===== src/verilog/epi_pkg.sv =====
package epi_pkg;

  localparam int unsigned EPI_N_EXT = 3;
  localparam int unsigned EPI_N_GRP = 4;
  localparam int unsigned EPI_GRP_W = 8;
  localparam int unsigned EPI_N_PC = 32;
  localparam int unsigned EPI_AW = 12;

  // register indexes; byte address is four times the index
  localparam logic [7:0] EPI_IDX_EXT_MASK = 8'h1d;
  localparam logic [7:0] EPI_IDX_GRP_EN = 8'h68;
  localparam logic [7:0] EPI_IDX_MASK0 = 8'h6b;
  localparam logic [7:0] EPI_IDX_MASK1 = 8'h6c;
  localparam logic [7:0] EPI_IDX_MASK2 = 8'h6d;
  localparam logic [7:0] EPI_IDX_MASK3 = 8'h73;
  localparam logic [7:0] EPI_IDX_SENSE = 8'h20;
  localparam logic [7:0] EPI_IDX_EXT_FLAGS = 8'h21;
  localparam logic [7:0] EPI_IDX_GRP_FLAGS = 8'h22;

  localparam logic [7:0] EPI_RST_BYTE = 8'h00;
  localparam int unsigned EPI_SENSE_W = 6;

  typedef enum logic [1:0] {
    EPI_SENSE_LOW = 2'b00,
    EPI_SENSE_ANY = 2'b01,
    EPI_SENSE_FALL = 2'b10,
    EPI_SENSE_RISE = 2'b11
  } epi_sense_t;

  typedef struct packed {
    logic [3:0] grp;
    logic [2:0] ext;
  } epi_req_t;

  function automatic logic [EPI_AW-1:0] epi_addr(input logic [7:0] idx);
    return {2'b00, idx, 2'b00};
  endfunction : epi_addr

  function automatic logic [7:0] epi_mask_idx(input int unsigned g);
    logic [7:0] r;
    r = EPI_IDX_MASK0;
    case (g)
      1: r = EPI_IDX_MASK1;
      2: r = EPI_IDX_MASK2;
      3: r = EPI_IDX_MASK3;
      default: r = EPI_IDX_MASK0;
    endcase
    return r;
  endfunction : epi_mask_idx

endpackage : epi_pkg

===== src/verilog/epi_ext_irq_unit.sv =====
// Design decision made here: register access over APB.
`timescale 1ns/10ps
// How it works
// - requests fire from pin levels whatever the pin direction is
// - four group requests, inputs 31:24, 23:16, 15:8, 7:0, fire on toggle
// - one eight-bit mask per group picks contributing inputs
// - change inputs give wake-up only with their mask bit and group enable set
// - dedicated pins are watched for level and edges, except disabled pins during sleep
// - enabled level-sensed pin requests for as long as it is low
// - low level gone before start-up ends gives no request
// - sense 00 low, 01 any edge, 10 falling, 11 rising
// - sense bits 7:6 read zero, fields in bits 5:0
// - dedicated request needs global enable and its mask bit
// - three enable bits 2:0, upper bits read zero
// - dedicated flag set on configured edge, request when enabled
// - flag held zero while pin is level sensed
// - sleep with pin disabled cuts its buffer, may set flag
// - four group enable bits 3:0 gate group requests
// - group flag bits 3:0 set on any change of a masked input in an enabled group
// - flags clear on acknowledge or write one; zero does nothing
// - input detects only with mask bit and group enable set
module epi_ext_irq_unit
  import epi_pkg::*;
(
  // clock and reset
  input wire logic ref_clk,
  input wire logic nrst,
  // apb slave
  input wire logic [EPI_AW-1:0] paddr,
  input wire logic psel,
  input wire logic penable,
  input wire logic pwrite,
  input wire logic [31:0] pwdata,
  input wire logic [3:0] pstrb,
  output logic [31:0] prdata,
  output logic pready,
  output logic pslverr,
  // core side
  input wire logic core_irq_enable,
  input wire logic core_sleep,
  input wire epi_req_t irq_ack,
  output epi_req_t irq_req,
  output logic wake_req,
  // pins
  input wire logic [EPI_N_EXT-1:0] ext_irq_pins,
  input wire logic [EPI_N_PC-1:0] pin_change_inputs
);

  logic [EPI_N_EXT-1:0] ext_s1_reg;
  logic [EPI_N_EXT-1:0] ext_s2_reg;
  logic [EPI_N_EXT-1:0] ext_d_reg;
  logic [EPI_N_PC-1:0] pc_s1_reg;
  logic [EPI_N_PC-1:0] pc_s2_reg;
  logic [EPI_N_PC-1:0] pc_d_reg;
  logic [EPI_N_EXT-1:0] ext_en_reg;
  logic [EPI_N_GRP-1:0] grp_en_reg;
  logic [EPI_SENSE_W-1:0] sense_reg;
  logic [EPI_N_GRP-1:0][EPI_GRP_W-1:0] pc_mask_reg;
  logic [EPI_N_EXT-1:0] ext_flag_reg;
  logic [EPI_N_GRP-1:0] grp_flag_reg;
  logic [31:0] prdata_reg;
  logic err_reg;
  logic [31:0] rd_next;
  logic err_next;
  logic wr_en;
  logic [EPI_N_EXT-1:0] ext_int;
  logic [EPI_N_EXT-1:0] ext_lvl;
  logic [EPI_N_EXT-1:0] ext_hit;
  logic [EPI_N_EXT-1:0] ext_clr;
  logic [EPI_N_PC-1:0] pc_chg;
  logic [EPI_N_GRP-1:0] grp_hit;
  logic [EPI_N_GRP-1:0] grp_clr;

  function automatic logic sense_hit(input epi_sense_t s, input logic cur,
                                     input logic prev);
    logic r;
    r = 1'b0;
    unique case (s)
      EPI_SENSE_LOW: r = 1'b0;
      EPI_SENSE_ANY: r = cur ^ prev;
      EPI_SENSE_FALL: r = prev & ~cur;
      EPI_SENSE_RISE: r = cur & ~prev;
    endcase
    return r;
  endfunction : sense_hit

  function automatic logic at(input logic [EPI_AW-1:0] a, input logic [7:0] idx);
    return a == epi_addr(idx);
  endfunction : at

  // pin synchronisers; pins are sampled as they are, output or not
  always_ff @(posedge ref_clk or negedge nrst) begin
    if (!nrst) begin
      ext_s1_reg <= '0;
      ext_s2_reg <= '0;
      pc_s1_reg <= '0;
      pc_s2_reg <= '0;
    end else begin
      ext_s1_reg <= ext_irq_pins;
      ext_s2_reg <= ext_s1_reg;
      pc_s1_reg <= pin_change_inputs;
      pc_s2_reg <= pc_s1_reg;
    end
  end

  // buffer of a disabled pin reads low during sleep
  assign ext_int = ext_s2_reg & ~({EPI_N_EXT{core_sleep}} & ~ext_en_reg);

  // previous samples for edge and change detection
  always_ff @(posedge ref_clk or negedge nrst) begin
    if (!nrst) begin
      ext_d_reg <= '0;
      pc_d_reg <= '0;
    end else begin
      ext_d_reg <= ext_int;
      pc_d_reg <= pc_s2_reg;
    end
  end

  always_comb begin
    for (int i = 0; i < EPI_N_EXT; i++) begin
      ext_lvl[i] = epi_sense_t'(sense_reg[2*i +: 2]) == EPI_SENSE_LOW;
      ext_hit[i] = sense_hit(epi_sense_t'(sense_reg[2*i +: 2]), ext_int[i],
                             ext_d_reg[i]);
    end
  end

  assign pc_chg = pc_s2_reg ^ pc_d_reg;

  always_comb begin
    for (int g = 0; g < EPI_N_GRP; g++) begin
      grp_hit[g] = grp_en_reg[g] &
                   (|(pc_chg[g*EPI_GRP_W +: EPI_GRP_W] & pc_mask_reg[g]));
    end
  end

  // apb write strobe; only byte lane 0 carries register bits
  assign wr_en = psel & penable & pwrite & pstrb[0];

  always_ff @(posedge ref_clk or negedge nrst) begin
    if (!nrst) begin
      ext_en_reg <= EPI_RST_BYTE[EPI_N_EXT-1:0];
    end else if (wr_en && at(paddr, EPI_IDX_EXT_MASK)) begin
      ext_en_reg <= pwdata[EPI_N_EXT-1:0];
    end
  end

  always_ff @(posedge ref_clk or negedge nrst) begin
    if (!nrst) begin
      grp_en_reg <= EPI_RST_BYTE[EPI_N_GRP-1:0];
    end else if (wr_en && at(paddr, EPI_IDX_GRP_EN)) begin
      grp_en_reg <= pwdata[EPI_N_GRP-1:0];
    end
  end

  always_ff @(posedge ref_clk or negedge nrst) begin
    if (!nrst) begin
      sense_reg <= EPI_RST_BYTE[EPI_SENSE_W-1:0];
    end else if (wr_en && at(paddr, EPI_IDX_SENSE)) begin
      sense_reg <= pwdata[EPI_SENSE_W-1:0];
    end
  end

  always_ff @(posedge ref_clk or negedge nrst) begin
    if (!nrst) begin
      pc_mask_reg <= '0;
    end else begin
      for (int g = 0; g < EPI_N_GRP; g++) begin
        if (wr_en && at(paddr, epi_mask_idx(g))) begin
          pc_mask_reg[g] <= pwdata[EPI_GRP_W-1:0];
        end
      end
    end
  end

  // flag clears from write-one and from core acknowledge
  assign ext_clr = irq_ack.ext | ((wr_en && at(paddr, EPI_IDX_EXT_FLAGS)) ?
                   pwdata[EPI_N_EXT-1:0] : '0);
  assign grp_clr = irq_ack.grp | ((wr_en && at(paddr, EPI_IDX_GRP_FLAGS)) ?
                   pwdata[EPI_N_GRP-1:0] : '0);

  // a new event wins over a clear in the same cycle
  always_ff @(posedge ref_clk or negedge nrst) begin
    if (!nrst) begin
      ext_flag_reg <= '0;
    end else begin
      for (int i = 0; i < EPI_N_EXT; i++) begin
        if (ext_lvl[i]) begin
          ext_flag_reg[i] <= 1'b0;
        end else if (ext_hit[i]) begin
          ext_flag_reg[i] <= 1'b1;
        end else if (ext_clr[i]) begin
          ext_flag_reg[i] <= 1'b0;
        end
      end
    end
  end

  always_ff @(posedge ref_clk or negedge nrst) begin
    if (!nrst) begin
      grp_flag_reg <= '0;
    end else begin
      for (int g = 0; g < EPI_N_GRP; g++) begin
        if (grp_hit[g]) begin
          grp_flag_reg[g] <= 1'b1;
        end else if (grp_clr[g]) begin
          grp_flag_reg[g] <= 1'b0;
        end
      end
    end
  end

  // level requests follow the live pin, so a level gone early requests nothing
  always_comb begin
    for (int i = 0; i < EPI_N_EXT; i++) begin
      irq_req.ext[i] = core_irq_enable & ext_en_reg[i] &
                       (ext_lvl[i] ? ~ext_int[i] : ext_flag_reg[i]);
    end
    irq_req.grp = {EPI_N_GRP{core_irq_enable}} & grp_en_reg & grp_flag_reg;
  end

  // wake does not wait for the global enable
  assign wake_req = |(ext_en_reg & ((ext_lvl & ~ext_int) | ext_flag_reg)) |
                    |(grp_en_reg & grp_flag_reg);

  always_comb begin
    rd_next = '0;
    err_next = 1'b0;
    case (paddr)
      epi_addr(EPI_IDX_EXT_MASK): rd_next[EPI_N_EXT-1:0] = ext_en_reg;
      epi_addr(EPI_IDX_GRP_EN): rd_next[EPI_N_GRP-1:0] = grp_en_reg;
      epi_addr(EPI_IDX_SENSE): rd_next[EPI_SENSE_W-1:0] = sense_reg;
      epi_addr(EPI_IDX_EXT_FLAGS): rd_next[EPI_N_EXT-1:0] = ext_flag_reg;
      epi_addr(EPI_IDX_GRP_FLAGS): rd_next[EPI_N_GRP-1:0] = grp_flag_reg;
      epi_addr(EPI_IDX_MASK0): rd_next[EPI_GRP_W-1:0] = pc_mask_reg[0];
      epi_addr(EPI_IDX_MASK1): rd_next[EPI_GRP_W-1:0] = pc_mask_reg[1];
      epi_addr(EPI_IDX_MASK2): rd_next[EPI_GRP_W-1:0] = pc_mask_reg[2];
      epi_addr(EPI_IDX_MASK3): rd_next[EPI_GRP_W-1:0] = pc_mask_reg[3];
      default: err_next = 1'b1;
    endcase
  end

  // read data and error are captured in the setup cycle
  always_ff @(posedge ref_clk or negedge nrst) begin
    if (!nrst) begin
      prdata_reg <= '0;
      err_reg <= 1'b0;
    end else if (psel && !penable) begin
      prdata_reg <= pwrite ? '0 : rd_next;
      err_reg <= err_next;
    end
  end

  assign prdata = prdata_reg;
  assign pready = 1'b1;
  assign pslverr = psel & penable & err_reg;
endmodule : epi_ext_irq_unit


===== config.mk =====
export PLATFORM = sky130hd
export DESIGN_NAME = epi_ext_irq_unit
export DESIGN_NICKNAME = d
export VERILOG_FILES = /design/src/verilog/epi_pkg.sv /design/src/verilog/epi_ext_irq_unit.sv
export SDC_FILE = /design/constraint.sdc
export NUM_CORES = 1
export LEC_CHECK = 0
export ABC_AREA = 1
export BUFFER_PORTS_ARGS = -buffer_cell sky130_fd_sc_hd__buf_2
export CAP_MARGIN = 10
export CORE_ASPECT_RATIO = 0.6
export CORE_MARGIN = 2
export CORE_UTILIZATION = 60
export CTS_BUF_LIST = sky130_fd_sc_hd__clkbuf_2 sky130_fd_sc_hd__clkbuf_4 sky130_fd_sc_hd__clkbuf_8
export DETAILED_ROUTE_END_ITERATION = 12
export PLACE_DENSITY_LB_ADDON = 0.08
export SYNTH_ARGS = -nofsm -noshare
export SYNTH_HDL_FRONTEND = slang
export SYNTH_SLANG_ARGS = --single-unit

===== constraint.sdc =====
create_clock -name ref_clk -period 3.15 [get_ports ref_clk]
set_input_delay 0.63 -clock ref_clk [delete_from_list [all_inputs] [get_ports ref_clk]]
set_output_delay 0.63 -clock ref_clk [all_outputs]
set_load 0.03 [all_outputs]

==> impl_metrics.py <==
metrics = {
    "yosys": {
        "yosysWarningCount": 0,
        "synth_top_area_share_pct": 59.8,
        "synth_area_leader_cell": "dfrtp_1",
        "synth_area_mm2": 0.00695,
        "synth.most_common_cell": "nand2_1",
        "synth_edf_count": 0,
        "synthFlopType": "dfrtp_1",
        "synth_seq_area_share_pct": 59.8,
        "avgSynthCellArea_um2": 9.86,
        "synthCells": 705,
        "synthTopCellsByArea": "dfrtp_1 60%, nand2_1 10%, nand3_1 3.2%",
        "synth_commonest_cells": "186 x nand2_1, 166 x dfrtp_1, 51 x nor2_1",
        "ys_ff_latch": 166,
        "synth_cell_type_count": 34,
        "async_flop_share_pct": 100,
    },
    "timing": {
        "hold_violations": 0,
        "max_freq_mhz": 376,
        "tightest_slew_ns": 0.668,
        "min_period_over_period_pct": 84.4,
        "fin_tns_setup_ns": 0,
        "rsz0062_at_grt": "no",
        "setup_viol": 0,
        "slew_headroom_pct": 55.3,
        "drv_slew": 0,
        "final.setup_skew_ns": 0.0153,
        "period_needed_ns": 2.66,
    },
    "setup_path": {
        "worst_setup_path_end_kind": "output port",
        "arrival_ns": 2.03,
        "worst_ep_required_time_ns": 2.52,
        "start_kind": "flop",
        "crit_type": "flop to output port",
        "crit_fanout": 5,
    },
    "floorplan": {
        "fp.dieH_um": 87.4,
        "core_area_mm2": 0.0113,
        "die_w_um": 143,
        "rows": 30,
        "initial_core_util_pct": 61.5,
        "dieArea_mm2": 0.0125,
        "pin_count": 139,
    },
    "cts": {
        "cts_max_path_buffers": 2,
        "clk_pin_slew_ns": 0.10,
        "cts-root-buf": "clkbuf_8",
        "clock_sinks": 166,
        "post_cts_buffers": 0,
        "cts_tree": "done",
        "hold_buffers": 0,
        "cts_made_buffers": 17,
        "cts.repair.resized": 0,
        "insertion_delay_ns": 0.46,
        "htreeDepth": 4,
    },
    "detailed_routing": {
        "vias": 5134,
        "drtIter0Drc": 425,
        "drcViolationCount": 0,
        "drtAntennaViolNets": 0,
        "totalWireLength_mm": 15.6,
        "vias_per_cell": 5.25,
        "dr.pass1.iters": 5,
        "wl_per_cell_um": 16.0,
    },
    "place": {
        "io_buffers": 86,
        "routabilityCongestion": 0.909,
        "hpwl_mm": 11.6,
    },
    "power_and_ir_drop": {
        "ir_drop_uv": 575,
        "p_leak_uw": 0.00409,
        "power.total_uw": 4020,
        "cellPowerDensity_mw_per_mm2": 511,
    },
    "layout": {
        "syn_to_final_growth_pct": 13.4,
        "layout.nets": 908,
        "utilization_pct": 69.7,
        "drive_gt1_share_pct": 23.1,
        "diodes": 0,
    },
    "global_route": {
        "globalRouteTotalUtil_pct": 27.1,
        "antenna_found_initial": 0,
        "grt_overflow": 0,
        "grt_pass1_wl_mm": 25.1,
        "grt_max_degree": 71,
        "grt_pass1_vias": 4833,
    },
    "run": {
        "max_cap_viol_count": 0,
    },
    "hold_path": {
        "hp-class": "input port to asynchronous set/reset pin",
    },
    "run_status": {
        "status": "finished, final reports clean",
    },
}
kinds of logic after synthesis:
logic type | after synthesis | synth area share [%]
AOI/OAI and AO/OA | 105 | 9.15
buffers and inverters | 86 | 6.59
and+or+nand+nor | 333 | 22.4
DFF | 166 | 59.8
xor gates and xnor gates | 7 | 0.882
adders and majority gates | 6 | 1.08
other | 2 | 0.108
cells in the final DEF (no fill, tap or decap), drive strengths merged, types with 8 or more instances in the layout:
cell type and count:
nand3 46, nand2 200, nand4 8, clkbuf 18, a21oi 20, dfrtp 166, conb 25, buf 89
or2 8, inv 62, o21ai 75, nor2 66
stage by stage:
stage | std cells | setup WS, ns | instance area, um2 | hold WS [ns]
after floorplan | 728 | 0.948 | 7030 | 0.331
after global placement | 946 | 0.767 | 7460 | 0.331
after detailed placement | 946 | 0.721 | 7460 | 0.335
after CTS | 978 | 0.525 | 7880 | 0.164
after global routing | 978 | 0.359 | 7880 | 0.184
final | 978 | 0.492 | 7880 | 0.148
cell type report:
| type | count | area, um2 |
|---|---|---|
| well taps | 160 | 200 |
| multi-input cells | 476 | 2420 |
| flip-flops and latches | 166 | 4150 |
| clock buffers | 18 | 248 |
| fillers | 886 | 3420 |
| clock inverters | 14 | 173 |
| repair buffers | 89 | 472 |
| inverters | 55 | 210 |
worst paths after layout:
check                                            from              end  slack, ns  cells past startpoint
worst max-delay path                    ext_en_reg[1]         wake_req       0.49                      6
worst min-delay path                             nrst     pc_s1_reg[5]       0.15                      1
worst max register to register          ext_en_reg[1]  ext_flag_reg[1]       1.29                      6
worst min register to register          pc_s1_reg[26]    pc_s2_reg[26]       0.35                      0
max in group asynchronous                        nrst     sense_reg[1]       2.22                      2
min in group ref_clk            pin_change_inputs[17]    pc_s1_reg[17]       0.26                      1
power by group:
group | switching [uW] | internal (uW)
clock network | 923 | 636
registers | 33.6 | 2200
logic | 171 | 61.3
critical path: stages, from the launching register on:
cell,delay (ns)
dfrtp_1,0.49
o21ai_0,0.38
inv_1,0.15
nor2_1,0.13
o21ai_0,0.12
nand4_1,0.10
buf_2,0.20
metal layers:
layer | GRT usage [%] | part of all wire [%]
met5 | 0 | 0
met4 | 6.57 | 0.91
met3 | 5.77 | 7.4
met2 | 39.4 | 42
met1 | 42.1 | 49
Note: power is estimated with default switching activity, not from simulation.
